==> config.mk <==
export PLATFORM = sky130hd
export DESIGN_NAME = ddr_extended_mode_register
export DESIGN_NICKNAME = d
export VERILOG_FILES = /design/src/demr_pkg.sv /design/src/ddr_extended_mode_register.sv /design/src/demr_field_map.sv
export SDC_FILE = /design/constraint.sdc
export NUM_CORES = 1
export LEC_CHECK = 0
export BUFFER_PORTS_ARGS = -buffer_cell sky130_fd_sc_hd__buf_2
export CAP_MARGIN = 25
export CELL_PAD_IN_SITES_DETAIL_PLACEMENT = 0
export CELL_PAD_IN_SITES_GLOBAL_PLACEMENT = 1
export CORE_MARGIN = 1
export CORE_UTILIZATION = 38
export CTS_CLUSTER_DIAMETER = 40
export DETAILED_ROUTE_END_ITERATION = 6
export GPL_TIMING_DRIVEN = 0
export PLACE_DENSITY_LB_ADDON = 0.1
export SETUP_SLACK_MARGIN = 0.02
export SLEW_MARGIN = 20
export SYNTH_ARGS = -nofsm -noshare
export SYNTH_HDL_FRONTEND = slang
export SYNTH_SLANG_ARGS = --single-unit
==> constraint.sdc <==
create_clock -name sys_clk -period 1.6 [get_ports sys_clk]
set_input_delay 0.16 -clock sys_clk [delete_from_list [all_inputs] [get_ports sys_clk]]
set_output_delay 0.16 -clock sys_clk [all_outputs]
set_load 0.01 [all_outputs]
==> src/demr_pkg.sv <==
`default_nettype none
package demr_pkg;

  localparam int ADDR_W = 13;
  localparam int BANK_W = 2;

  // load interval, in clock cycles, from the load command to the next one
  localparam int LOAD_CYCLES = 2;
  localparam int CNT_W = 2;
  localparam logic [CNT_W-1:0] LOAD_CNT_INIT = CNT_W'(LOAD_CYCLES - 1);
  localparam logic [CNT_W-1:0] LOAD_CNT_LAST = 2'h1;

  // bank address that selects the extended register
  localparam logic [BANK_W-1:0] EXT_BANK = 2'h1;
  localparam logic [BANK_W-1:0] BASE_BANK = 2'h0;

  // field positions inside the 13-bit setting word
  localparam int DLL_BIT = 0;
  localparam int DS_LOW_BIT = 1;
  localparam int DS_HIGH_BIT = 6;
  localparam logic [ADDR_W-1:0] RESERVED_MASK = 13'h1fbc;

  // driver strength codes, {high bit, low bit}
  localparam logic [1:0] DRIVE_FULL = 2'h0;
  localparam logic [1:0] DRIVE_WEAK = 2'h1;
  localparam logic [1:0] DRIVE_RSVD = 2'h2;
  localparam logic [1:0] DRIVE_MATCHED = 2'h3;

  typedef struct packed {
    logic cke;
    logic csN;
    logic rasN;
    logic casN;
    logic weN;
    logic [BANK_W-1:0] ba;
    logic [ADDR_W-1:0] addr;
  } demr_pins_t;

  typedef enum logic [2:0] {
    CMD_DESELECT,
    CMD_NOP,
    CMD_EXT_LOAD,
    CMD_BASE_LOAD,
    CMD_OTHER
  } demr_cmd_e_t;

  typedef enum logic [1:0] {
    PH_UNSET,
    PH_IDLE,
    PH_WRITING
  } demr_phase_e_t;

  typedef struct packed {
    logic dllOff;
    logic [1:0] driveCode;
    logic reservedHit;
    logic codeReserved;
  } demr_fields_t;

  typedef struct packed {
    logic settingValid;
    logic dllEnable;
    logic [1:0] driveCode;
    logic weakDrive;
    logic matchedDrive;
    logic loadBusy;
    logic loadAccepted;
    logic settingApplied;
    logic earlyCmdErr;
    logic notIdleErr;
    logic reservedBitErr;
    logic reservedCodeErr;
    logic [BANK_W-1:0] loadedBank;
    logic [ADDR_W-1:0] loadedWord;
  } demr_status_t;

  typedef struct packed {
    demr_phase_e_t phase;
    logic [CNT_W-1:0] count;
    logic ckePrev;
    logic [BANK_W-1:0] shadowBank;
    logic [ADDR_W-1:0] shadow;
    demr_status_t status;
  } demr_state_t;

  localparam demr_state_t DEMR_STATE_RST = '0;

endpackage
`default_nettype wire

==> src/ddr_extended_mode_register.sv <==
// Functional notes
// - setting undefined after power-up; flagged invalid until first load.
// - load command: all four strobes low, bank bit 0 high, bank bit 1 low.
// - address and bank lines of the load cycle become the new contents.
// - reprogramming allowed in use, same command and spacing, banks idle.
// - address bit 0: 0 enables the delay-locked loop, 1 disables it.
// - bits 6 and 1 select drive: full, weak, reserved, matched impedance.
`default_nettype none
module ddr_extended_mode_register (
  input wire logic sys_clk,
  input wire logic sys_rst,
  input wire demr_pkg::demr_pins_t cmdPins,
  input wire logic banksIdle,
  output demr_pkg::demr_status_t status
);

  demr_pkg::demr_state_t s_r;
  demr_pkg::demr_state_t s_nxt;
  demr_pkg::demr_fields_t shadowFields;
  demr_pkg::demr_cmd_e_t cmdKind;
  logic cmdLive;
  logic cmdIsIdle;

  function automatic demr_pkg::demr_cmd_e_t cmdClass(
    input demr_pkg::demr_pins_t p
  );
    demr_pkg::demr_cmd_e_t k;
    k = demr_pkg::CMD_OTHER;
    if (p.csN) begin
      k = demr_pkg::CMD_DESELECT;
    end else if (p.rasN && p.casN && p.weN) begin
      k = demr_pkg::CMD_NOP;
    end else if (!p.rasN && !p.casN && !p.weN) begin
      // mode loads are told apart by the bank lines alone
      if (p.ba == demr_pkg::EXT_BANK) begin
        k = demr_pkg::CMD_EXT_LOAD;
      end else if (p.ba == demr_pkg::BASE_BANK) begin
        k = demr_pkg::CMD_BASE_LOAD;
      end else begin
        k = demr_pkg::CMD_OTHER;
      end
    end
    return k;
  endfunction

  // fields are decoded from the captured word, not from the live pins,
  // so a bus that moves during the interval cannot disturb the result
  demr_field_map u_field_map (
    .word(s_r.shadow),
    .fields(shadowFields)
  );

  always_comb begin
    cmdKind = cmdClass(cmdPins);
    // a command counts only with clock enable high now and a cycle before
    cmdLive = cmdPins.cke && s_r.ckePrev;
    cmdIsIdle = (cmdKind == demr_pkg::CMD_DESELECT) ||
                (cmdKind == demr_pkg::CMD_NOP);
  end

  always_comb begin
    s_nxt = s_r;
    s_nxt.ckePrev = cmdPins.cke;

    // event outputs are single-cycle strobes
    s_nxt.status.loadAccepted = 1'b0;
    s_nxt.status.settingApplied = 1'b0;
    s_nxt.status.earlyCmdErr = 1'b0;
    s_nxt.status.notIdleErr = 1'b0;
    s_nxt.status.reservedBitErr = 1'b0;
    s_nxt.status.reservedCodeErr = 1'b0;

    case (s_r.phase)
      demr_pkg::PH_UNSET,
      demr_pkg::PH_IDLE: begin
        if (cmdLive && cmdKind == demr_pkg::CMD_EXT_LOAD) begin
          if (!banksIdle) begin
            // an active bank makes the load unsafe; it is dropped whole
            s_nxt.status.notIdleErr = 1'b1;
          end else begin
            s_nxt.shadow = cmdPins.addr;
            s_nxt.shadowBank = cmdPins.ba;
            s_nxt.status.loadedWord = cmdPins.addr;
            s_nxt.status.loadedBank = cmdPins.ba;
            s_nxt.count = demr_pkg::LOAD_CNT_INIT;
            s_nxt.phase = demr_pkg::PH_WRITING;
            s_nxt.status.loadBusy = 1'b1;
            s_nxt.status.loadAccepted = 1'b1;
          end
        end
      end

      demr_pkg::PH_WRITING: begin
        // anything but deselect or no-op inside the interval is refused
        if (cmdLive && !cmdIsIdle) begin
          s_nxt.status.earlyCmdErr = 1'b1;
        end
        if (s_r.count <= demr_pkg::LOAD_CNT_LAST) begin
          s_nxt.phase = demr_pkg::PH_IDLE;
          s_nxt.count = '0;
          s_nxt.status.loadBusy = 1'b0;
          s_nxt.status.settingApplied = 1'b1;
          s_nxt.status.settingValid = 1'b1;
          s_nxt.status.dllEnable = !shadowFields.dllOff;
          s_nxt.status.reservedBitErr = shadowFields.reservedHit;
          if (shadowFields.codeReserved) begin
            // keep the previous drive rather than an undefined one
            s_nxt.status.reservedCodeErr = 1'b1;
          end else begin
            s_nxt.status.driveCode = shadowFields.driveCode;
            s_nxt.status.weakDrive =
              (shadowFields.driveCode == demr_pkg::DRIVE_WEAK);
            s_nxt.status.matchedDrive =
              (shadowFields.driveCode == demr_pkg::DRIVE_MATCHED);
          end
        end else begin
          s_nxt.count = s_r.count - 2'h1;
        end
      end

      default: begin
        s_nxt = demr_pkg::DEMR_STATE_RST;
      end
    endcase
  end

  // no default setting is assumed: after reset the outputs read zero and
  // settingValid stays low until the first completed load
  always_ff @(posedge sys_clk or posedge sys_rst) begin
    if (sys_rst) begin
      s_r <= demr_pkg::DEMR_STATE_RST;
    end else begin
      s_r <= s_nxt;
    end
  end

  assign status = s_r.status;

endmodule
`default_nettype wire

==> src/demr_field_map.sv <==
`default_nettype none
module demr_field_map (
  input wire logic [demr_pkg::ADDR_W-1:0] word,
  output demr_pkg::demr_fields_t fields
);

  logic [demr_pkg::ADDR_W-1:0] hitBits;

  genvar i;
  generate
    for (i = 0; i < demr_pkg::ADDR_W; i++) begin : g_rsv
      assign hitBits[i] = word[i] & demr_pkg::RESERVED_MASK[i];
    end
  endgenerate

  always_comb begin
    fields.dllOff = word[demr_pkg::DLL_BIT];
    fields.driveCode = {word[demr_pkg::DS_HIGH_BIT],
                        word[demr_pkg::DS_LOW_BIT]};
    fields.reservedHit = |hitBits;
    fields.codeReserved = (fields.driveCode == demr_pkg::DRIVE_RSVD);
  end

endmodule
`default_nettype wire

# ---- Yosys cells after proc, flatten, opt, wreduce, memory -nomap -nowiden
# Cells that the tools add are included.
dict set report op_classes {
  add_sub_neg 1
  mul 0
  div 0
  n_lt_le_gt_ge 1
  eq_ne 12
  n_shift 0
  n_mux 30
  n_bitwise 2
  reduce_logical 24
}
# operator n
set op_table {}
lappend op_table {{2-to-1 mux 15 bit} 2}
lappend op_table {{one-hot mux 15 bit (2 select lines)} 1}
lappend op_table {{2-to-1 mux 3 bit} 5}
lappend op_table {{2-to-1 mux 2 bit} 7}
lappend op_table {{2-to-1 mux 4 bit} 3}
lappend op_table {{one-hot mux 6 bit (2 select lines)} 1}
lappend op_table {{OR reduction 10 bit} 1}
lappend op_table {{AND reduction 3 bit} 3}
lappend op_table {{2-to-1 mux 1 bit} 8}
lappend op_table {{!= test 2 bit, second input constant} 4}
lappend op_table {{one-hot mux 4 bit (2 select lines)} 1}
lappend op_table {{logical AND 1 bit} 7}
lappend op_table {{2-to-1 mux 7 bit} 1}
lappend op_table {{== test 2 x 1 -> 1 bit, second input constant} 3}
lappend op_table {{== test 2 bit, second input constant} 3}
lappend op_table {{logical NOT 1 bit} 5}
lappend op_table {{logical NOT 2 bit} 2}
lappend op_table {{AND reduction 2 bit} 2}
lappend op_table {{== test 3 x 1 -> 1 bit, second input constant} 1}
lappend op_table {{== test 3 x 2 -> 1 bit, second input constant} 1}
lappend op_table {{logical NOT 3 bit} 1}
lappend op_table {{OR reduction 3 bit} 1}
lappend op_table {{<= comparator 2 x 1 -> 1 bit, second input constant} 1}
lappend op_table {{inverter 1 bit} 2}
lappend op_table {{other kinds (4)} 4}
dict set report word_totals {
  reg_bits 33
  latchBits 0
  ram_bits 0
  rom_bits 0
  input_bits 23
  output_inout_bits 28
  wordCells 87
  memories 0
}

# ---- Depth between registers and ports, before layout
# Gate-level depths: netlist (run 1).
dict set report logic_depth {
  ltp_word 12
  ltp_mapped 5
  mapped_depth_nobuf 4
}

# ---- Cells and area by module
# A second synthesis (run 1) with hierarchy kept.
dict set report hier_totals {
  hier_cells 160
  area_unflattened_um2 1660.3
}
# module instances cells_each area_each_um2 seq_area_each_um2
set by_module_without_submodules {}
lappend by_module_without_submodules {ddr_extended_mode_register 1 152 1610.3 825.8}
lappend by_module_without_submodules {demr_field_map 1 8 50.0 0.0}

# ---- Worst setup path after synthesis (run 1)
# OpenSTA, ideal clock, no wires.
dict set report synth_path {
  kind {register -> register}
  startpoint {register s_r[47] (netlist bit)}
  endpoint {register s_r (netlist bit status[23])}
  setup_time_ps 122
  arrival_time_ps 1035
  required_ps 1478
  path_slack_ps 443
  stages_incl_launch_ff 5
  path_buffers 0
  period_less_slack_ps 1157
  path_cell_list {dfrtp_1 > and2b_1 > nand2_1 > inv_1 > a32o_1}
}
dict set report synth_via {
  elab_chain_len 4
  elab_cells_between_ends 9
  classes_between {eq/ne (4); mux (1); bitwise (1); reduce/logical (3)}
}
# element line_no
set synth_lines {}
lappend synth_lines {{start, declared} ddr_extended_mode_register.sv:17} ;# demr_pkg::demr_state_t s_r;
lappend synth_lines {{start signal, assigned} ddr_extended_mode_register.sv:131} ;# s_r <= demr_pkg::DEMR_STATE_RST;
lappend synth_lines {{start signal, assigned} ddr_extended_mode_register.sv:133} ;# s_r <= s_nxt;
lappend synth_lines {{== test 2 x 1 -> 1 bit / logical NOT 2 bit (equally long branches)} ddr_extended_mode_register.sv:73} ;# case (s_r.phase)
lappend synth_lines {{OR reduction 2 bit} ddr_extended_mode_register.sv:73}
lappend synth_lines {{inverter 1 bit (no source line)} -}
lappend synth_lines {{AND reduction 3 bit (no source line)} -}
# Several ways; a longest one is shown, not always the timed one.
# A chain may end at the register's enable or synchronous reset.

# ---- Final worst setup path (run 1)
# Ends and elaborated chain as after synthesis.

==> metrics.cfg, run 1 <==
[outcome]
run_status = finished, final reports clean

[setup_path]
timing.rr.end = status[23]
critPathKind = reg -> reg
end_kind = flop
r2r_start = s_r[47]
startpoint_type = flop
cpPeakStageDelay_ns = 0.46
cp_top_family = flip-flops
r2r.worst_path.cells = 4
cp.depth = 4
crit_slowest_cell = dfrtp_1
cp_data_required_time_ns = 1.78
r2r_slack_ns = 0.26
cp_max_fo = 7
worstPathArrival_ns = 1.52
crit_chain = and2b_1 > nand2_1 > inv_1 > a32o_1
crit_buf_inv = 1

[worst_hold_path]
worstHoldPathCells = 2
hp-start = cmdPins[18]
hold_end = status[18]
hold_path.class = in -> reg

[route]
drt_pass1_iterations = 4
drc = 0
routed_wl_um = 3264
drt_iter0_drc = 71
wl_per_cell_um = 12.13
viasPerCell = 4.643
vias = 1249
antenna_left = 0

[logic_synthesis]
synth_fp_nets = 183
yosysMostFrequentCell = dfrtp_1
yosys-top-cells-count = dfrtp_1, buf_4, inv_1
synth_top_area_share_pct = 49.66
yosys.area.top_type = dfrtp_1
synth_edf_count = 0
ys_types = 30
syn_inst = 160
ys_seq_elements = 33
synth_flop_cell = dfrtp_1
async_reset_ff_share_pct = 100.0
synth_area_um2 = 1663
synth.area.top_cells = dfrtp_1, buf_4, o21ai_2, inv_1, nand3_1
ys_seq_area_share_pct = 49.66
ys_warn_count = 0
syn_avg_cell_area_um2 = 10.39

[grt]
grt_use_total_pct = 16.63
grt_pass1_wl_um = 5561
grt_pass1_vias = 1265
grt_antenna_before_repair = 0
grt_max_degree = 34
grt_overflow = 0

[timing]
setup_viol = 0
period_minus_slack_ns = 1.344
rsz0062_at_grt = false
skew_ns = 0.009144
drv_slew = 0
hold_violations = 0
worstMarginPinSlew_ns = 0.6775
max_freq_mhz = 744.0
setup-tns-final_ns = 0
layout_setup_ws_ns = 0.2560
post-route-period-util_pct = 84.00
slew_headroom_pct = 54.77

[clock_tree]
cts_buffers = 5
cts_root_buf = clkbuf_8
clockBufferDepth = 2
htreeDepth = 2
clk_pin_slew_worst_paths_ns = 0.07
clock_latency_ns = 0.29
cts_setup_buffers = 0
cts_tree = done
clock-sinks = 33

[die]
io_pins = 51
initial_core_util_pct = 40.69
row_count = 23
die_w_um = 68.15
core-area_um2 = 4086
die_h_um = 68.15
die_area_um2 = 4644

[place]
pre_cts_slack_ns = 0.2435
place_congestion = 0.7523
place_inst = 260
placed_area_um2 = 1976
io_buffers = 50
post-dp-hpwl_um = 2446

[layout]
stdcell_count = 269
layout-drive-gt1-share_pct = 52.05
layout.area.seq_um2 = 825.8
area_growth_pct = 24.61
post-route-cell-area_um2 = 2072
nets = 241
multi_input_area_um2 = 508.0
diodes = 0
fillers = 388

[power_and_ir_drop]
p_leak_nw = 1.146
ir_drop_mv = 0.4421
p_per_area_nw_per_um2 = 814.0

[job]
cap_violations = 0

worst register-to-register path: stages (launching register included):
cell and delay [ns]:
dfrtp_1 0.46, and2b_1 0.25, nand2_1 0.16, inv_1 0.10
a32o_1 0.27
what timing repair did:
| item | CTS | global route |
|---|---|---|
| hold buffers | 1 | 0 |
| resized for setup | 0 | 0 |
| setup endpoints to repair | 0 | 0 |
| endpoints found under the hold margin | 3 | 0 |
cell usage in the layout, fill, tap and decap left out:
cell type | Yosys | final
nor2_1 | 5 | 5
and3_1 | 1 | 1
o21a_1 | 1 | 1
buf_2 | 2 | 52
nor3_1 | 3 | 3
clkinv_2 | 0 | 2
buf_4 | 28 | 28
nand4_4 | 1 | 1
nor4_1 | 2 | 2
a21oi_1 | 2 | 2
a22oi_1 | 1 | 1
nand3_2 | 3 | 3
inv_1 | 19 | 18
dfrtp_1 | 33 | 33
buf_6 | 3 | 3
and2b_1 | 1 | 1
clkbuf_8 | 0 | 5
clkinvlp_4 | 0 | 1
nand2_1 | 10 | 10
nor4b_4 | 1 | 1
inv_2 | 1 | 2
nand3_1 | 12 | 12
a32oi_1 | 2 | 2
nand2b_1 | 1 | 1
o21ai_2 | 13 | 13
dlygate4sd3_1 | 0 | 1
and2_1 | 2 | 2
o2bb2ai_1 | 3 | 3
o21ai_0 | 4 | 4
a31oi_1 | 1 | 1
or2_2 | 1 | 1
a31o_2 | 1 | 1
a32o_1 | 2 | 2
and4bb_2 | 1 | 1
cells by family (layout without fill, tap and decap cells):
family	after synthesis	after routing	synth area share [%]
buffers and inverters	53	112	19.79
AND/OR/NAND/NOR	44	44	16.25
flip-flops	33	33	49.66
AO/OA/AOI/OAI	30	30	14.30
layout make-up:
cell class	count	share of cell area [%]
inverter	20	3.623
clock inverter	3	0.8454
tap	50	3.019
sequential	33	39.86
clock buffer	5	3.321
multi-input combinational	74	24.52
buffer	33	12.26
timing repair buffer	51	12.56
power by group:
part	switching, mW	total (mW)	internal [mW]	leakage, nW
logic	0.0938	0.191	0.0976	0.665
registers	0.0234	0.889	0.866	0.437
clock network	0.307	0.606	0.300	0.0439
flip-flops by register name, summed over array words and instances (netlist names):
signal and count:
s_r 5, status 28
through the flow:
stage / hold WS [ns] / power (mW) / utilization [%]
3_3_place_gp: 0.3312 / 1.093 / 48.35
5_1_grt: 0.03474 / 1.783 / 50.70
3_5_place_dp: 0.3106 / 1.098 / 48.35
4_1_cts: 0.02622 / 1.713 / 50.70
6_report: 0.04562 / 1.687 / 50.70
2_1_floorplan: 0.2298 / 1.023 / -
worst max path at each step:
| stage | end | start |
|---|---|---|
| final | status[23] | s_r[47] |
| after global routing | status[1] | s_r[46] |
| after CTS | status[23] | s_r[47] |
| after detailed placement | status[23] | s_r[47] |
| after global placement | status[23] | s_r[47] |
| after floorplan | status[23] | s_r[47] |
routing by layer:
layer  vias to the layer above  global-route usage, %  wire length (um)
met5                         -                      0                 0
met2                        37                  28.19              1690
met1                       577                  19.19              1371
met3                         9                  5.500               143
met4                         0                  6.510                58
li1                        626                      -                 -
No activity file was read; power rests on OpenSTA's default activity.
==> run 2, diff against run 1 <==
clock period = 1.3 ns   (was 1.6 ns; I/O delays follow)
==> run 2 against run 1 <==
Compared with the run above:
- clock power rose by 23%
- power rose by 23%
- utilization rose by 1.2 points
- non-clock buffer count rose by 5
- highest routed layer unchanged
==> metrics.cfg, run 2 (synthesized netlist as in run 1, its figures left out) <==
[place]
io_buffers = 50  ; unchanged
post-dp-hpwl_um = 2446  ; unchanged
pre_cts_slack_ns = -0.05652  ; -0.3000 ns
place_congestion = 0.7523  ; unchanged

[route]
met1_length_um = 1410  ; +2.8%
antenna_left = 0  ; unchanged
wl_met3_um = 151  ; +5.6%
met2_length_um = 1702  ; +0.71%
routed_wl_um = 3308  ; +1.3%
drt_pass1_iterations = 4  ; unchanged
wl_per_cell_um = 12.07  ; -0.50%
viasPerCell = 4.624  ; -0.41%
drc = 0  ; unchanged
vias = 1267  ; +1.4%
drt_iter0_drc = 44  ; -38%
highest_layer = met4

[clock_tree]
clk_pin_slew_worst_paths_ns = 0.08  ; about the same
clockBufferDepth = 2  ; unchanged
cts_buffers = 5  ; unchanged
cts_root_buf = clkbuf_8
cts_tree = done
clock_latency_ns = 0.29  ; about the same
clock-sinks = 33  ; unchanged
htreeDepth = 2  ; unchanged

[job]
cap_violations = 0  ; unchanged

[setup_path]
worstPathArrival_ns = 1.41  ; -0.11 ns
crit_buf_inv = 1  ; unchanged
cp_data_required_time_ns = 1.48  ; -0.30 ns
startpoint_type = flop
cp_top_family = flip-flops
crit_chain = and2b_2 > nand2_2 > inv_1 > a32o_1
critPathKind = reg -> reg
crit_slowest_cell = dfrtp_1
cpPeakStageDelay_ns = 0.42  ; -0.04 ns
cp_max_fo = 6  ; -1
end_kind = flop

[die]
die_w_um = 68.15  ; unchanged
die_h_um = 68.15  ; unchanged
row_count = 23  ; unchanged
core-area_um2 = 4086  ; unchanged
io_pins = 51  ; unchanged
initial_core_util_pct = 40.69  ; unchanged
die_area_um2 = 4644  ; unchanged

[power_and_ir_drop]
power.share.combinational_pct = 11.5  ; +0.2 points
p_leak_nw = 1.173  ; +2.4%
switchingPower_mw = 0.5257  ; +24%
p_per_area_nw_per_um2 = 981.4  ; +21%
total_power_mw = 2.082  ; +23%
seq_power_share_pct = 52.5  ; -0.2 points
netSwitchingFraction_pct = 25.25  ; +0.12 points
clockPowerShare_pct = 35.9  ; about the same
ir_drop_mv = 0.5441  ; +23%
intPower_mw = 1.557  ; +23%

[timing]
layout_setup_ws_ns = 0.06843  ; -0.1875 ns
drv_slew = 0  ; unchanged
post-route-period-util_pct = 94.74  ; +11 points
setup_viol = 0  ; unchanged
worstMarginPinSlew_ns = 0.6781  ; +0.0005552 ns
max_freq_mhz = 812.0  ; +9.1%
skew_ns = 0.01071  ; +0.001566 ns
slew_headroom_pct = 54.73  ; about the same
hold_violations = 0  ; unchanged
period_minus_slack_ns = 1.232  ; -0.1125 ns
rsz0062_at_grt = true

[layout]
nets = 246  ; +2.1%
layout-drive-gt1-share_pct = 54.46  ; +2.4 points
largest_reg_flops = 28  ; unchanged
layout_common_cells = buf_2, buf_4, dfrtp_1, inv_1, o21ai_2
area_growth_pct = 27.62
fillers = 385  ; -0.77%
diodes = 0  ; unchanged
layout_commonest_cell = buf_2

[grt]
grt_overflow = 0  ; unchanged
grt_antenna_before_repair = 0  ; unchanged
grt_pass1_vias = 1273  ; +0.63%
grt_use_total_pct = 16.70  ; +0.070 points
grt_max_degree = 34  ; unchanged
grt_pass1_wl_um = 5589  ; +0.50%

[worst_hold_path]
hold_path.class = in -> reg

[outcome]
run_status = finished, final reports clean

-- run 2: power groups by stage --
stage                     registers [mW]  logic (mW)  clock network (mW)
after floorplan                     1.11       0.154                   0
after global placement              1.11       0.233                   0
after detailed placement            1.11       0.238                   0
after CTS                           1.09       0.244               0.773
after global routing                1.10       0.274               0.826
final                               1.09       0.240               0.748
-- run 2: final cells by class --
class	instances	area [um2]	share of cell area (%)
sequential	33	827.0	38.97
multi-input combinational	74	514.2	24.23
timing repair buffer	56	300.3	14.15
buffer	33	256.5	12.09
inverter	20	75.07	3.538
clock buffer	5	68.82	3.243
tap	50	62.56	2.948
clock inverter	3	17.52	0.8255
-- run 2: metrics by stage --
step | TNS [ns] | util, % | hold WS [ns] | instances | cell area [um2]
final | 0 | 51.93 | 0.05468 | 274 | 2122
after global routing | 0 | 51.93 | 0.04274 | 274 | 2122
after CTS | 0 | 51.10 | 0.04677 | 270 | 2088
after detailed placement | -0.05868 | 48.35 | 0.2806 | 260 | 1976
after global placement | -0.3121 | 48.35 | 0.3012 | 260 | 1976
after floorplan | 0 | - | 0.1998 | 160 | 1663
-- run 2: layer usage --
layer,global-route usage [%],up-vias
met5,0,-
met1,19.40,594
met3,5.500,7
met2,28.19,33
li1,-,633
met4,6.510,0
-- run 2: final timing paths --
kind / startpoint / slack (ns) / endpoint / cells past startpoint
max in group asynchronous: sys_rst / 0.32 / s_r[47] / 3
max reg2reg: s_r[45] / 0.07 / status[23] / 4
min in group asynchronous: sys_rst / 0.50 / status[14] / 3
min reg2reg: status[21] / 0.48 / status[21] / 2
max: s_r[45] / 0.07 / status[23] / 4
min: banksIdle / 0.05 / status[17] / 2
-- run 2: timing repair --
action                                  in CTS  in global routing
endpoints found under the setup margin      11                 14
buffers inserted                             0                  4
pin swaps                                    0                  0
gates resized for setup                      3                  2
endpoints found under the hold margin       34                  0
hold buffers                                 2                  0
